$ cat src/core/pbl_pkg.sv
package pbl_pkg;

  // ==========================================================
  // geometry
  localparam int N_BTN = 5;
  localparam int ADDR_W = 8;
  localparam int DATA_W = 32;

  // ==========================================================
  // register offsets (byte addresses)
  localparam logic [7:0] OFF_LATCH_CFG = 8'h00;
  localparam logic [7:0] OFF_PRESSED = 8'h04;
  localparam logic [7:0] OFF_OVR_ASSIGN = 8'h08;
  localparam logic [7:0] OFF_OVR_OR = 8'h0c;
  localparam logic [7:0] OFF_OVR_AND = 8'h10;
  localparam logic [7:0] OFF_LAMP_ON = 8'h14;
  localparam logic [7:0] OFF_LAMP_FLASH = 8'h18;
  localparam logic [7:0] OFF_LAMP_SEP = 8'h1c;
  localparam logic [7:0] OFF_IRQ_STATUS = 8'h20;
  localparam logic [7:0] OFF_IRQ_MASK = 8'h24;
  localparam logic [7:0] OFF_LAMP_STATE = 8'h28;

  // ==========================================================
  // field layout of write-only per-button commands
  localparam int SEL_LSB = 0;
  localparam int VAL_LSB = 8;
  // irq status: press events low, release events above
  localparam int IRQ_W = 2 * N_BTN;
  localparam int IRQ_REL_LSB = N_BTN;

  // ==========================================================
  // reset values
  localparam logic [4:0] RST_LATCH_CFG = 5'h00;
  localparam logic RST_LAMP_SEP = 1'b0;
  localparam logic [9:0] RST_IRQ_MASK = 10'h000;

  // ==========================================================
  // timing
  localparam int CLK_HZ = 100_000_000;
  localparam int FLASH_HALF_MS = 250;
  localparam int FLASH_HALF_CYC = FLASH_HALF_MS * (CLK_HZ / 1000);

  typedef enum logic [1:0] {
    PBL_OVR_NONE,
    PBL_OVR_ASSIGN,
    PBL_OVR_OR,
    PBL_OVR_AND
  } pbl_ovr_t;

endpackage : pbl_pkg

$ cat src/core/pbl_panel.sv
// Design decisions made here: the placing of the registers and the plain strobed port.
`timescale 1ns/1ns
`default_nettype none
module pbl_panel #(
  parameter int FLASH_HALF_CYC = pbl_pkg::FLASH_HALF_CYC
) (
  input wire logic ref_clk, // 100 MHz clock
  input wire logic nrst, // async reset, active low
  input wire logic [7:0] addr, // register byte address
  input wire logic [31:0] wr_data, // write data
  input wire logic wr_en, // write strobe
  input wire logic rd_en, // read strobe
  output logic [31:0] rd_data, // read data, cycle after rd_en
  input wire logic [4:0] button_pin, // raw button contacts
  output logic [4:0] lamp_out, // button lamp drive, high lit
  output logic irq // level interrupt
);

  // ==========================================================
  // decode
  wire hit_cfg = addr == pbl_pkg::OFF_LATCH_CFG;
  wire hit_assign = addr == pbl_pkg::OFF_OVR_ASSIGN;
  wire hit_or = addr == pbl_pkg::OFF_OVR_OR;
  wire hit_and = addr == pbl_pkg::OFF_OVR_AND;
  wire hit_on = addr == pbl_pkg::OFF_LAMP_ON;
  wire hit_flash = addr == pbl_pkg::OFF_LAMP_FLASH;
  wire hit_sep = addr == pbl_pkg::OFF_LAMP_SEP;
  wire hit_ist = addr == pbl_pkg::OFF_IRQ_STATUS;
  wire hit_imask = addr == pbl_pkg::OFF_IRQ_MASK;
  wire [4:0] wr_sel = wr_data[pbl_pkg::SEL_LSB +: 5];
  wire [4:0] wr_val = wr_data[pbl_pkg::VAL_LSB +: 5];

  logic [4:0] button_latch_config;
  logic lamp_separation_flag;
  logic [4:0] lamp_on;
  logic [4:0] lamp_flash;
  logic [9:0] irq_status;
  logic [9:0] irq_mask;
  wire [4:0] button_pressed_status;
  logic [4:0] status_prev;
  logic flash_phase;

  wire pbl_pkg::pbl_ovr_t ovr_kind =
    !wr_en ? pbl_pkg::PBL_OVR_NONE :
    hit_assign ? pbl_pkg::PBL_OVR_ASSIGN :
    hit_or ? pbl_pkg::PBL_OVR_OR :
    hit_and ? pbl_pkg::PBL_OVR_AND : pbl_pkg::PBL_OVR_NONE;

  // ==========================================================
  // per-button state
  genvar gi;
  generate
    for (gi = 0; gi < pbl_pkg::N_BTN; gi++) begin : g_btn
      wire pbl_pkg::pbl_ovr_t kind_i = wr_sel[gi] ? ovr_kind : pbl_pkg::PBL_OVR_NONE;
      // overrides act on the latch whatever the mode; host keeps to alternate
      pbl_button u_button (
        .ref_clk(ref_clk),
        .nrst(nrst),
        .pin(button_pin[gi]),
        .latch_cfg(button_latch_config[gi]),
        .ovr_kind(kind_i),
        .ovr_val(wr_val[gi]),
        .pressed(button_pressed_status[gi])
      );
    end
  endgenerate

  pbl_blinker #(
    .HALF_CYC(FLASH_HALF_CYC)
  ) u_blinker (
    .ref_clk(ref_clk),
    .nrst(nrst),
    .phase(flash_phase)
  );

  // ==========================================================
  // configuration and lamp override registers
  always_ff @(posedge ref_clk or negedge nrst) begin
    if (!nrst) begin
      button_latch_config <= pbl_pkg::RST_LATCH_CFG;
      lamp_separation_flag <= pbl_pkg::RST_LAMP_SEP;
      lamp_on <= 5'h00;
      lamp_flash <= 5'h00;
      irq_mask <= pbl_pkg::RST_IRQ_MASK;
    end else if (wr_en) begin
      if (hit_cfg) begin
        button_latch_config <= wr_data[4:0];
      end
      if (hit_sep) begin
        lamp_separation_flag <= wr_data[0];
      end
      if (hit_on) begin
        lamp_on <= (lamp_on & ~wr_sel) | (wr_val & wr_sel);
      end
      if (hit_flash) begin
        lamp_flash <= (lamp_flash & ~wr_sel) | (wr_val & wr_sel);
      end
      if (hit_imask) begin
        irq_mask <= wr_data[9:0];
      end
    end
  end

  // ==========================================================
  // lamp output; flash only blanks a lamp that is on, host orders it so
  wire [4:0] lamp_sep = lamp_on & ~(lamp_flash & {5{~flash_phase}});
  wire [4:0] next_lamp = lamp_separation_flag ? lamp_sep : button_pressed_status;

  // ==========================================================
  // interrupts: set beats a write-one clear in the same cycle
  wire [4:0] rose = button_pressed_status & ~status_prev;
  wire [4:0] fell = ~button_pressed_status & status_prev;
  wire [9:0] ist_clr = (wr_en && hit_ist) ? wr_data[9:0] : 10'h000;
  wire [9:0] next_ist = (irq_status & ~ist_clr) | {fell, rose};

  always_ff @(posedge ref_clk or negedge nrst) begin
    if (!nrst) begin
      status_prev <= 5'h00;
      irq_status <= 10'h000;
      irq <= 1'b0;
      lamp_out <= 5'h00;
    end else begin
      status_prev <= button_pressed_status;
      irq_status <= next_ist;
      irq <= |(next_ist & irq_mask);
      lamp_out <= next_lamp;
    end
  end

  // ==========================================================
  // read path; write-only and unmapped addresses read zero
  wire [31:0] rd_mux =
    hit_cfg ? {27'h0, button_latch_config} :
    (addr == pbl_pkg::OFF_PRESSED) ? {27'h0, button_pressed_status} :
    hit_sep ? {31'h0, lamp_separation_flag} :
    hit_ist ? {22'h0, irq_status} :
    hit_imask ? {22'h0, irq_mask} :
    (addr == pbl_pkg::OFF_LAMP_STATE) ? {27'h0, lamp_out} : 32'h0;

  always_ff @(posedge ref_clk or negedge nrst) begin
    if (!nrst) begin
      rd_data <= 32'h0;
    end else begin
      rd_data <= rd_en ? rd_mux : 32'h0;
    end
  end

endmodule : pbl_panel
`default_nettype wire

$ cat src/core/pbl_button.sv
`timescale 1ns/1ns
`default_nettype none
module pbl_button (
  input wire logic ref_clk, // system clock
  input wire logic nrst, // async reset, active low
  input wire logic pin, // raw button contact, asynchronous
  input wire logic latch_cfg, // 1 alternate, 0 momentary
  input wire pbl_pkg::pbl_ovr_t ovr_kind, // override kind, one cycle
  input wire logic ovr_val, // override value
  output logic pressed // reported pressed status
);

  // ==========================================================
  // synchroniser
  logic sync_a;
  logic sync_b;
  logic pin_prev;
  logic latched;
  logic next_latched;
  logic press_edge;

  always_ff @(posedge ref_clk or negedge nrst) begin
    if (!nrst) begin
      sync_a <= 1'b0;
      sync_b <= 1'b0;
      pin_prev <= 1'b0;
    end else begin
      sync_a <= pin;
      sync_b <= sync_a;
      pin_prev <= sync_b;
    end
  end

  assign press_edge = sync_b & ~pin_prev;

  // ==========================================================
  // latched state; an override beats a press in the same cycle
  always_comb begin
    next_latched = latched;
    if (latch_cfg && press_edge) begin
      next_latched = ~latched;
    end
    unique case (ovr_kind)
      pbl_pkg::PBL_OVR_NONE: ;
      pbl_pkg::PBL_OVR_ASSIGN: next_latched = ovr_val;
      pbl_pkg::PBL_OVR_OR: next_latched = latched | ovr_val;
      pbl_pkg::PBL_OVR_AND: next_latched = ~(latched & ovr_val);
    endcase
  end

  always_ff @(posedge ref_clk or negedge nrst) begin
    if (!nrst) begin
      latched <= 1'b0;
    end else begin
      latched <= next_latched;
    end
  end

  assign pressed = latch_cfg ? latched : sync_b;

endmodule : pbl_button
`default_nettype wire

$ cat src/core/pbl_blinker.sv
`timescale 1ns/1ns
`default_nettype none
module pbl_blinker #(
  parameter int HALF_CYC = pbl_pkg::FLASH_HALF_CYC
) (
  input wire logic ref_clk, // system clock
  input wire logic nrst, // async reset, active low
  output logic phase // flash phase, toggles every half period
);

  // one shared timebase keeps every flashing lamp in step
  logic [31:0] count;

  always_ff @(posedge ref_clk or negedge nrst) begin
    if (!nrst) begin
      count <= 32'h0;
      phase <= 1'b0;
    end else if (count == 32'(HALF_CYC - 1)) begin
      count <= 32'h0;
      phase <= ~phase;
    end else begin
      count <= count + 32'h1;
    end
  end

endmodule : pbl_blinker
`default_nettype wire

$ cat config.mk
export PLATFORM = sky130hd
export DESIGN_NAME = pbl_panel
export DESIGN_NICKNAME = d
export VERILOG_FILES = /design/src/core/pbl_pkg.sv /design/src/core/pbl_panel.sv /design/src/core/pbl_button.sv /design/src/core/pbl_blinker.sv
export SDC_FILE = /design/constraint.sdc
export NUM_CORES = 1
export LEC_CHECK = 0
export BUFFER_PORTS_ARGS = -buffer_cell sky130_fd_sc_hd__buf_4
export CORE_MARGIN = 5
export CORE_UTILIZATION = 30
export DETAILED_ROUTE_END_ITERATION = 7
export SLEW_MARGIN = 20
export SYNTH_ARGS = -nofsm -noshare
export SYNTH_HDL_FRONTEND = slang
export SYNTH_SLANG_ARGS = --single-unit
$ cat constraint.sdc
create_clock -name ref_clk -period 2.61 [get_ports ref_clk]
set_input_delay 0.261 -clock ref_clk [delete_from_list [all_inputs] [get_ports ref_clk]]
set_output_delay 0.261 -clock ref_clk [all_outputs]
set_load 0.1 [all_outputs]
Word-level counts from Yosys, hierarchy flattened
Cells that the tools add are included.
{"block": "classes", "n_addsub": 1, "eq_ne": 26, "n_mux": 34, "bitwise_logic": 48, "n_reduce_logical": 18}
{"operator": "$mux W10", "n": 7}
{"operator": "$and A5 B5 Y5", "n": 7}
{"operator": "$add A32 B1 Y32 const B", "n": 1}
{"operator": "$eq A32 B25 Y1 const B", "n": 1}
{"operator": "$eq A8 B5 Y1 const B", "n": 4}
{"operator": "$mux W32", "n": 1}
{"operator": "$eq A8 B6 Y1 const B", "n": 3}
{"operator": "$and A10 B10 Y10", "n": 2}
{"operator": "$eq A2 B2 Y1 const B", "n": 10}
{"operator": "$not A5 Y5", "n": 4}
{"operator": "$reduce_bool A4 Y1", "n": 5}
{"operator": "$mux W2", "n": 9}
{"operator": "$eq A8 B4 Y1 const B", "n": 2}
{"operator": "$not A1 Y1", "n": 16}
{"operator": "$pmux W1 S3", "n": 5}
{"operator": "$and A1 B1 Y1", "n": 10}
{"operator": "$eq A2 B1 Y1 const B", "n": 5}
{"operator": "$mux W1", "n": 10}
{"operator": "$mux W5", "n": 2}
{"operator": "$not A10 Y10", "n": 1}
{"operator": "$or A10 B10 Y10", "n": 1}
{"operator": "$or A5 B5 Y5", "n": 2}
{"operator": "$reduce_and A2 Y1", "n": 5}
{"operator": "$reduce_or A10 Y1", "n": 1}
{"operator": "other kinds (4)", "n": 13}
{"block": "totals", "register_bits": 110, "wordCells": 159}

Depth between registers and ports, before layout
Gate-level depths: netlist of run 1.
{"block": "logic_depth", "depth_word": 8, "mapped_depth": 7, "ltp_nobuf": 6}

Hierarchy
Synthesis of run 1 repeated with hierarchy kept, for this count alone.
{"block": "unflattened", "cells_unflattened": 500, "hier_area_um2": 5440.2}
{"module": "pbl_panel", "instances": 1, "cells_per_inst": 287, "area_per_inst_um2": 2942.8, "seq_area_each_um2": 1426.4}
{"module": "pbl_blinker", "instances": 1, "cells_per_inst": 163, "area_per_inst_um2": 1696.6, "seq_area_each_um2": 825.8}
{"module": "pbl_button", "instances": 5, "cells_per_inst": 10, "area_per_inst_um2": 160.2, "seq_area_each_um2": 100.1}

Worst setup path before layout of run 1
OpenSTA, ideal clock, no wires.
{"block": "synth_path", "path_kind": "register to register", "startpoint": "register lamp_out[0]", "endpoint": "register rd_data[0]", "setup_time_ns": 0.094, "t_arrival_ns": 1.876, "setup_slack_ns": 0.641, "path_stages_with_launch": 6, "path_buffers": 0, "synth_period_minus_slack_ns": 1.969, "cell_sequence": "dfrtp_1 -> nor4bb_1 -> o2111a_1 -> a221oi_1 -> a41o_1 -> a221oi_2"}
{"block": "synth_via", "elab_chain_len": 7}
{"element": "start: declaration", "line_no": "pbl_panel.sv:15", "text": "output logic [4:0] lamp_out,"}
{"element": "start signal: assignment", "line_no": "pbl_panel.sv:126", "text": "lamp_out <= next_lamp;"}
{"element": "$mux W5", "line_no": "pbl_panel.sv:138", "text": "(addr == pbl_pkg::OFF_LAMP_STATE) ? {27'h0, lamp_out} : 32'h0;"}
{"element": "$mux W10", "line_no": "pbl_panel.sv:137", "text": "hit_imask ? {22'h0, irq_mask} :"}
{"element": "$mux W10", "line_no": "pbl_panel.sv:136", "text": "hit_ist ? {22'h0, irq_status} :"}
{"element": "$mux W10", "line_no": "pbl_panel.sv:135", "text": "hit_sep ? {31'h0, lamp_separation_flag} :"}
{"element": "$mux W10", "line_no": "pbl_panel.sv:134", "text": "(addr == pbl_pkg::OFF_PRESSED) ? {27'h0, button_pressed_status} :"}
{"element": "$mux W10", "line_no": "pbl_panel.sv:133", "text": "hit_cfg ? {27'h0, button_latch_config} :"}
{"element": "$mux W10", "line_no": "pbl_panel.sv:144", "text": "rd_data <= rd_en ? rd_mux : 32'h0;"}
{"element": "end signal: assignment", "line_no": "pbl_panel.sv:144"}
{"element": "end: declaration", "line_no": "pbl_panel.sv:13", "text": "output logic [31:0] rd_data,"}
No other way between the ends.
A chain may end at the register's enable or synchronous reset.

Final worst setup path of run 1
{"block": "layout_path", "startpoint": "register u_blinker.count[0]", "endpoint": "register u_blinker.count[13]"}
{"block": "layout_via", "elab_chain_len": 2, "word_cells_on_any_way": 3, "classes_between": "1 x add/sub; 1 x eq/ne; 1 x mux"}
{"element": "start: declaration", "line_no": "pbl_blinker.sv:12", "text": "logic [31:0] count;"}
{"element": "start signal: assignment", "line_no": "pbl_blinker.sv:22", "text": "count <= count + 32'h1;"}
{"element": "$add A32 B1 Y32 or $eq A32 B25 Y1 (tied branches)", "line_no": "pbl_blinker.sv:22, pbl_blinker.sv:18"}
{"element": "$mux W32 (*)", "line_no": "pbl_blinker.sv:18", "text": "end else if (count == 32'(HALF_CYC - 1)) begin"}
Every way passes the cells marked *; elsewhere a longest branch is shown, timed or not.

==> results of run 1 <==
==> registers in the layout, summed over array words and instances (netlist names), named ones only <==
signal                   cells
u_blinker.count             32
irq_mask                    10
irq_status                  10
rd_data                     10
button_latch_config          5
g_btn.u_button.latched       5
g_btn.u_button.pin_prev      5
g_btn.u_button.sync_a        5
g_btn.u_button.sync_b        5
lamp_out                     5
status_prev                  5
irq                          1
lamp_separation_flag         1
u_blinker.phase              1
==> metrics by stage <==
step / util, % / power (mW) / setup slack, ns
floorplan: - / 2.31 / 0.641
global placement: 33.4 / 2.44 / 0.515
detailed placement: 33.4 / 2.46 / 0.485
CTS: 35.2 / 3.80 / 0.501
global route: 35.3 / 3.91 / 0.273
finish: 35.3 / 3.75 / 0.569
==> synthesized netlist by cell type, drive strengths merged, types with 8 or more instances <==
cell type and count:
clkbuf 10, nor2 43, nand2 40, and3 8, nor3 12, inv 18
xor2 22, nor2b 9, nand4 16, xnor2 14, buf 27, mux2 26
nand3 26, o21ai 10, dfrtp 110, a22oi 9, a21oi 25
==> metal layers <==
metal	global-route usage [%]	vias up
met4	3.64	0
met1	15.6	1790
met2	19.9	111
li1	-	1780
met3	3.57	20
met5	0	-
==> placed cells by master (no fill, tap or decap), drive strengths merged, types with 12 or more instances in the layout <==
cell type  instances
nand4             16
xnor2             14
nand2             40
clkbuf            12
nor2              43
nor3              12
buf               53
nand3             26
xor2              22
conb              22
inv               19
dfrtp            110
mux2              26
a21oi             25
==> how the worst max path moves through the flow <==
| stage | from | end | slack (ns) |
|---|---|---|---|
| floorplan | lamp_out[0] | rd_data[0] | 0.64 |
| global placement | addr[7] | irq | 0.52 |
| detailed placement | addr[7] | irq | 0.49 |
| CTS | u_blinker.count[0] | u_blinker.count[13] | 0.50 |
| global route | u_blinker.count[0] | u_blinker.count[13] | 0.27 |
| finish | u_blinker.count[0] | u_blinker.count[13] | 0.57 |
==> cells by family (layout without fill, tap and decap cells) <==
kind of cell / Yosys count / count (layout)
xor+xnor: 36 / 36
simple gates: 171 / 171
fa+ha+maj: 1 / 1
compound gates: 78 / 78
mux: 31 / 31
flops: 110 / 110
other cells: 1 / 22
buf+inv: 55 / 92
==> cell type report <==
type,count,area share [%]
clock buffers,12,4.23
clock inverters,4,0.495
inverters,18,1.11
multi-input cells,339,36.6
flip-flops and latches,110,45.4
repair buffers,58,7.59
well taps,225,4.64
==> power by group through the flow <==
| stage | Clock [mW] | Combinational, mW | Sequential [mW] |
|---|---|---|---|
| detailed placement | 0 | 0.557 | 1.90 |
| global route | 1.43 | 0.603 | 1.88 |
| floorplan | 0 | 0.326 | 1.98 |
| global placement | 0 | 0.549 | 1.89 |
| finish | 1.32 | 0.563 | 1.87 |
| CTS | 1.37 | 0.563 | 1.87 |
==> repair_timing <==
action | CTS | global route
hold buffers | 3 | 2
buffers inserted | 0 | 0
hold endpoints to repair | 51 | 2
==> worst max-delay path, cell delays in order, from the launching register on <==
cell and delay [ns]:
dfrtp_1 0.38, ha_1 0.19, nand3_1 0.18, nor2_1 0.25
nand3_1 0.12, nor3_2 0.46, buf_4 0.27, nor2_1 0.07
==> flow_metrics.py, run 1 <==
metrics = {
    "route": {
        "wl_met2_um": 5620,
        "routed.top_layer": "met4",
        "vias_per_cell": 4.83,
        "met1_length_um": 5110,
        "wl_met3_um": 810,
        "antenna_left": 0,
        "first_iter_violations": 184,
        "firstDrtPassIters": 5,
        "wl_per_cell_um": 15.4,
        "wirelength_um": 11800,
        "vias": 3701,
        "drcViolationCount": 0,
    },
    "cts": {
        "clock-sinks": 110,
        "root_buffer": "clkbuf_16",
        "cts_buffer_depth": 2,
        "clkSlewWorstSetupHoldPaths_ns": 0.07,
        "cts_tree": "done",
        "postCtsResizedCells": 0,
        "clk_latency_ns": 0.35,
        "cts-htree-levels": 3,
        "cts_buffers": 9,
    },
    "pwr": {
        "pwr-share-comb_pct": 15.0,
        "p_seq_share_pct": 49.8,
        "irDropWorstVdd_mv": 0.347,
        "switchingPower_mw": 1.11,
        "p_clk_share_pct": 35.2,
        "leakagePower_nw": 2.71,
        "switching_share_pct": 29.7,
        "power.internal_mw": 2.63,
        "power_density_nw_per_um2": 618,
    },
    "grt": {
        "gr-total-overflow": 0,
        "first_global_vias": 3698,
        "grt_max_degree": 62,
        "grt_pass1_wl_um": 19500,
        "antenna_found_initial": 0,
        "track_usage_pct": 12.2,
    },
    "critical_path": {
        "start_kind": "flip-flop",
        "reg2reg_depth": 7,
        "rr_endpoint": "u_blinker.count[13]",
        "worstPathArrival_ns": 2.28,
        "crit_fanout": 11,
        "r2r_setup_slack_ns": 0.57,
        "cp.required_ns": 2.85,
        "r2r_start": "u_blinker.count[0]",
        "worstSetupEndpointType": "flip-flop",
        "critPathKind": "flip-flop to flip-flop",
    },
    "floorplanning": {
        "start_util_pct": 30.3,
        "ios": 87,
        "coreArea_um2": 17200,
        "die_area_um2": 20100,
        "die_y_um": 142,
        "chipWidth_um": 142,
        "rows": 48,
    },
    "final_layout": {
        "nFillCells": 1732,
        "seq_area_um2": 2750,
        "layout.nets": 586,
        "layout.cells.non_filler": 766,
        "final_area_um2": 6070,
        "area_growth_pct": 16.7,
        "drive_above_1_share_pct": 20.1,
        "multi_input_comb_area_um2": 2220,
        "antennaDiodeCount": 0,
    },
    "sta": {
        "clock.fmax_mhz": 490,
        "worst_pin_slew_ns": 0.637,
        "final.period_utilization_pct": 78.2,
        "finalClockSkew_ns": 0.00421,
        "rsz0062_at_grt": "no",
        "hold_viol_final": 0,
        "tns_ns": 0,
        "fin_crit_ns": 2.04,
        "final-max-slew-violation-count": 0,
        "fin_hold_ws_ns": 0.0216,
        "setup_violations": 0,
        "relSlewSlack_pct": 57.6,
    },
    "synth": {
        "synth.avg_cell_area_um2": 10.8,
        "synth_seq_area_share_pct": 52.9,
        "synth_top_family_by_area": "simple AND/OR/NAND/NOR gates",
        "syn-instance-count": 483,
        "synth_area_um2": 5200,
        "muxShareOfSynthArea_pct": 6.59,
        "yosys.area.top_type_share_pct": 52.9,
        "synth_cell_types": 54,
        "synth_compound_area_share_pct": 10.6,
        "ys_top_cells_by_area": "dfrtp_1 53%, mux2_2 5.6%, xor2_1 3.7%",
        "synth-xor-area-share_pct": 6.06,
        "async_reset_ff_share_pct": 100,
        "yosysWarnings": 0,
        "synth-simple-area-share_pct": 17.6,
        "yosys.area.top_type": "dfrtp_1",
        "synth-main-ff-cell": "dfrtp_1",
        "synth_edf_count": 0,
        "synthAdderAreaFrac_pct": 0.241,
        "ys_ff_latch": 110,
    },
    "placement": {
        "gp_congestion": 0.851,
        "post-place-cells": 745,
        "placed_cell_area_um2": 5730,
        "dp_hpwl_um": 8510,
        "portBuffers": 45,
    },
    "hold_path": {
        "worstHoldPathType": "input pin to flip-flop",
        "holdPathEnd": "g_btn[3].u_button.sync_a",
        "min_path_cells": 1,
        "min_from": "button_pin[3]",
    },
    "job": {
        "max_cap_violations": 0,
    },
    "outcome": {
        "outcome": "finished, final reports clean",
    },
}
No activity file was read; power rests on OpenSTA's default activity.
==> inputs of run 2 (changes only) <==
==> constraint.sdc (replaced) <==
create_clock -name ref_clk -period 1.9 [get_ports ref_clk]
set_input_delay 0.19 -clock ref_clk [delete_from_list [all_inputs] [get_ports ref_clk]]
set_output_delay 0.19 -clock ref_clk [all_outputs]
set_load 0.1 [all_outputs]
==> run 2 against run 1 <==
- power is 40% higher
- highest routed layer unchanged
- hold slack better by 0.053 ns
- register-to-register slack worse by 0.35 ns
- clock power is 44% higher
- sequential share of layout area is 1.7 points lower
- non-clock buffer count is 29 higher
- die area stayed put
- cell area is 3.9% higher
- utilization is 1.4 points higher
==> flow_metrics.py, run 2 (synthesized netlist as in run 1, its figures left out) <==
metrics = {
    "hold_path": {
        "worstHoldPathType": "input pin to flip-flop",
    },
    "floorplanning": {
        "ios": 87,
        "die_y_um": 142,
        "start_util_pct": 30.3,
        "chipWidth_um": 142,
        "die_area_um2": 20100,
        "coreArea_um2": 17200,
        "rows": 48,
    },
    "critical_path": {
        "crit_buf_inv": 0,
        "slowest_delay_ns": 0.44,
        "start_kind": "flip-flop",
        "crit_fanout": 4,
        "worstPathArrival_ns": 1.90,
        "crit_slowest_cell": "dfrtp_1",
        "cp.required_ns": 2.12,
        "worstSetupEndpointType": "flip-flop",
        "critPathKind": "flip-flop to flip-flop",
        "path_cells": "mux2i_1 -> o211ai_1 -> a222oi_1 -> nand4_1",
        "path_delay_family": "compound AO/OA/AOI/OAI gates",
    },
    "final_layout": {
        "largest_reg_flops": 32,
        "utilization_pct": 36.7,
        "drive_above_1_share_pct": 24.3,
        "nFillCells": 1717,
        "final_area_um2": 6300,
        "antennaDiodeCount": 0,
        "top_register": "u_blinker.count",
        "multi_input_comb_area_um2": 2220,
        "area_growth_pct": 21.2,
        "layout.cells.most_common": "dfrtp_1",
        "final_cell_mix": "109 x dfrtp_1, 80 x buf_4, 42 x nor2_1",
        "seq_area_um2": 2750,
        "layout.nets": 615,
    },
    "sta": {
        "rsz0062_at_grt": "no",
        "clock.fmax_mhz": 594,
        "final.period_utilization_pct": 88.5,
        "finalClockSkew_ns": 0.00794,
        "fin_crit_ns": 1.68,
        "hold_viol_final": 0,
        "tns_ns": 0,
        "final-max-slew-violation-count": 0,
        "setup_violations": 0,
    },
    "route": {
        "wirelength_um": 12500,
        "antenna_left": 0,
        "wl_per_cell_um": 15.7,
        "first_iter_violations": 252,
        "vias_per_cell": 4.86,
        "firstDrtPassIters": 4,
        "vias": 3856,
        "drcViolationCount": 0,
    },
    "grt": {
        "grt_pass1_wl_um": 20700,
        "grt_max_degree": 42,
        "gr-total-overflow": 0,
        "track_usage_pct": 13.1,
        "antenna_found_initial": 0,
        "first_global_vias": 3871,
    },
    "placement": {
        "gp_congestion": 0.845,
        "dp_hpwl_um": 9140,
        "placed_cell_area_um2": 5940,
        "portBuffers": 45,
    },
    "cts": {
        "cts_tree": "done",
        "cts_buffers": 9,
        "cts_buffer_depth": 2,
        "post-cts-setup-buffers": 0,
        "clock-sinks": 110,
        "clk_latency_ns": 0.36,
        "root_buffer": "clkbuf_16",
        "cts-htree-levels": 3,
        "clkSlewWorstSetupHoldPaths_ns": 0.07,
    },
    "outcome": {
        "outcome": "finished, final reports clean",
    },
    "pwr": {
        "total_power_mw": 5.26,
        "power_density_nw_per_um2": 835,
        "leakagePower_nw": 2.86,
        "irDropWorstVdd_mv": 0.497,
    },
    "job": {
        "max_cap_violations": 0,
    },
}
[run 2: cell type report]
class | count | share of cell area, %
timing repair buffer | 87 | 10.8
tap | 225 | 4.47
clock inverter | 5 | 0.953
multi-input combinational | 339 | 35.2
sequential | 110 | 43.7
inverter | 18 | 1.07
clock buffer | 10 | 3.79
[run 2: final timing paths]
path	startpoint	depth (start not counted)	endpoint	slack, ns
min reg2reg	g_btn[4].u_button.sync_a	0	g_btn[4].u_button.sync_b	0.35
max	button_latch_config[1]	4	irq	0.22
min in group asynchronous	nrst	2	status_prev[1]	0.28
min	wr_data[6]	2	irq_mask[6]	0.08
max in group asynchronous	nrst	3	u_blinker.count[14]	0.96
max reg2reg	button_latch_config[1]	4	irq	0.22
[run 2: through the flow]
stage | setup slack [ns] | hold WS [ns] | cells
6_report | 0.218 | 0.0751 | 794
5_1_grt | 0.0608 | 0.0672 | 794
4_1_cts | 0.195 | 0.0577 | 794
3_5_place_dp | 0.0565 | 0.128 | 773
3_3_place_gp | 0.0434 | 0.119 | 773
2_1_floorplan | 0.134 | -0.106 | 504
[run 2: where the power goes]
group / internal (mW) / switching (mW) / total [mW] / leakage, nW
combinational: 0.215 / 0.583 / 0.798 / 1.32
sequential: 2.46 / 0.110 / 2.57 / 1.40
clock: 1.05 / 0.842 / 1.90 / 0.145
total: 3.72 / 1.54 / 5.26 / 2.86
[run 2: timing repair]
action / in CTS / in global routing
hold buffers: 6 / 0
resized for setup: 0 / 0
endpoints found under the hold margin: 27 / 0
[run 2: layer usage]
metal | part of all wire [%] | global-route usage, % | up-vias
li1 | - | - | 1841
met1 | 43 | 16.9 | 1877
met2 | 48 | 21.4 | 119
met3 | 6.8 | 3.44 | 19
met4 | 2.0 | 4.24 | 0
met5 | 0 | 0 | -
==> inputs of run 3 (changes only) <==
--- a/config.mk
+++ b/config.mk
@@ -6,9 +6,12 @@
 export NUM_CORES = 1
 export LEC_CHECK = 0
 export BUFFER_PORTS_ARGS = -buffer_cell sky130_fd_sc_hd__buf_4
+export CELL_PAD_IN_SITES_DETAIL_PLACEMENT = 1
+export CELL_PAD_IN_SITES_GLOBAL_PLACEMENT = 1
 export CORE_MARGIN = 5
 export CORE_UTILIZATION = 30
 export DETAILED_ROUTE_END_ITERATION = 7
+export PLACE_DENSITY_LB_ADDON = 0.1
 export SLEW_MARGIN = 20
 export SYNTH_ARGS = -nofsm -noshare
 export SYNTH_HDL_FRONTEND = slang
==> run 3 against run 2 <==
- clock power decreased by 8%
- cell area increased by 0.75%
- cell count increased by 1.1%
- die area unchanged
- highest routed layer unchanged
- largest cell class unchanged
- count of clock-buffer cells in the layout increased by 1
- fmax decreased by 3.5%
- clock skew decreased by 0.0011 ns
- critical path type unchanged
- critical endpoint unchanged
- flip-flop and latch count unchanged
==> flow_metrics.py, run 3 (synthesized netlist as in run 1, its figures left out) <==
metrics = {
    "pwr": {
        "leakagePower_nw": 2.91,
        "irDropWorstVdd_mv": 0.438,
        "power_density_nw_per_um2": 808,
    },
    "route": {
        "wl_per_cell_um": 18.1,
        "drcViolationCount": 0,
        "firstDrtPassIters": 4,
        "vias_per_cell": 4.86,
        "wirelength_um": 14500,
        "first_iter_violations": 183,
        "antenna_left": 0,
        "vias": 3905,
    },
    "final_layout": {
        "largest_reg_flops": 32,
        "final_cell_mix": "109 x dfrtp_1, 87 x buf_4, 41 x nor2_1",
        "final_area_um2": 6350,
        "area_growth_pct": 22.1,
        "antennaDiodeCount": 0,
        "multi_input_comb_area_um2": 2230,
        "layout.nets": 623,
        "drive_above_1_share_pct": 25.4,
        "utilization_pct": 37.0,
        "layout.cells.non_filler": 803,
        "layout.cells.most_common": "dfrtp_1",
        "seq_area_um2": 2750,
        "nFillCells": 1970,
        "top_register": "u_blinker.count",
    },
    "floorplanning": {
        "start_util_pct": 30.3,
        "chipWidth_um": 142,
        "coreArea_um2": 17200,
        "rows": 48,
        "die_y_um": 142,
        "die_area_um2": 20100,
        "ios": 87,
    },
    "sta": {
        "finalClockSkew_ns": 0.00689,
        "rsz0062_at_grt": "no",
        "fin_crit_ns": 1.74,
        "fin_hold_ws_ns": 0.0745,
        "setup_violations": 0,
        "worst_pin_slew_ns": 0.495,
        "relSlewSlack_pct": 66.0,
        "hold_viol_final": 0,
        "clock.fmax_mhz": 574,
        "final-max-slew-violation-count": 0,
        "tns_ns": 0,
        "final.period_utilization_pct": 91.7,
    },
    "placement": {
        "post-place-cells": 781,
        "gp_congestion": 0.785,
        "dp_hpwl_um": 11000,
        "placed_cell_area_um2": 6020,
        "portBuffers": 45,
    },
    "outcome": {
        "outcome": "finished, final reports clean",
    },
    "critical_path": {
        "worstSetupEndpointType": "flip-flop",
        "critPathKind": "flip-flop to flip-flop",
        "crit_buf_inv": 0,
        "cp.required_ns": 2.12,
        "crit_fanout": 4,
        "crit_slowest_cell": "dfrtp_1",
        "slowest_delay_ns": 0.43,
        "path_cells": "mux2i_1 -> o211ai_1 -> a222oi_1 -> nand4_1",
        "path_delay_family": "compound AO/OA/AOI/OAI gates",
        "worstPathArrival_ns": 1.96,
        "start_kind": "flip-flop",
    },
    "cts": {
        "root_buffer": "clkbuf_16",
        "clk_latency_ns": 0.36,
        "clock-sinks": 110,
        "cts_tree": "done",
        "cts_buffer_depth": 2,
        "cts_buffers": 9,
        "clkSlewWorstSetupHoldPaths_ns": 0.07,
        "cts-htree-levels": 3,
    },
    "grt": {
        "grt_max_degree": 50,
        "antenna_found_initial": 0,
        "gr-total-overflow": 0,
        "track_usage_pct": 15.2,
        "grt_pass1_wl_um": 23500,
        "first_global_vias": 4244,
    },
    "hold_path": {
        "worstHoldPathType": "input pin to flip-flop",
    },
    "job": {
        "max_cap_violations": 0,
    },
}
==> run 3: changes by cell type in the layout (fill, tap and decap cells not counted), sizes merged <==
cell,delta
bufinv,-1
buf,+8
clkbuf,+1
clkinv,+1
==> run 3: where the power goes <==
| group | switching, mW | internal [mW] |
|---|---|---|
| clock | 0.870 | 0.883 |
| sequential | 0.110 | 2.46 |
| combinational | 0.595 | 0.217 |
| total | 1.58 | 3.56 |
==> run 3: metal layers <==
metal,track usage [%],vias to the layer above,routed length [um]
li1,-,1847,-
met1,20.4,1988,6860
met2,24.8,55,6920
met3,2.60,15,460
met4,5.40,0,258
met5,0,-,0
==> run 3: through the flow <==
step / worst slack [ns] / total power, mW
floorplan: 0.134 / 3.17
global placement: -0.0239 / 3.41
detailed placement: -0.0767 / 3.42
CTS: 0.00782 / 5.20
global route: 0.0318 / 5.38
finish: 0.157 / 5.13
==> run 3: layout make-up <==
type                    count  area share [%]
flip-flops and latches    110            43.4
repair buffers             95            11.9
multi-input cells         339            35.2
inverters                  18            1.06
clock inverters             5           0.433
well taps                 225            4.43
clock buffers              11            3.67
==> run 3: timing repair <==
item	4_1_cts	5_1_grt
endpoints found under the setup margin	14	17
pin swaps	0	1
resized for setup	1	2
hold buffers	6	0
endpoints found under the hold margin	25	0
setup buffers	0	0
==> run 3: path summary, 6_finish.rpt <==
path / from / slack, ns / cells after the start / end
setup / recovery: g_btn[1].u_button.latched / 0.16 / 4 / irq
hold / removal: wr_data[7] / 0.07 / 2 / irq_mask[7]
setup reg to reg: g_btn[1].u_button.latched / 0.16 / 4 / irq
hold reg to reg: g_btn[2].u_button.sync_a / 0.35 / 0 / g_btn[2].u_button.sync_b
max in group asynchronous: nrst / 1.01 / 3 / irq_status[4]
min in group asynchronous: nrst / 0.29 / 2 / lamp_out[1]
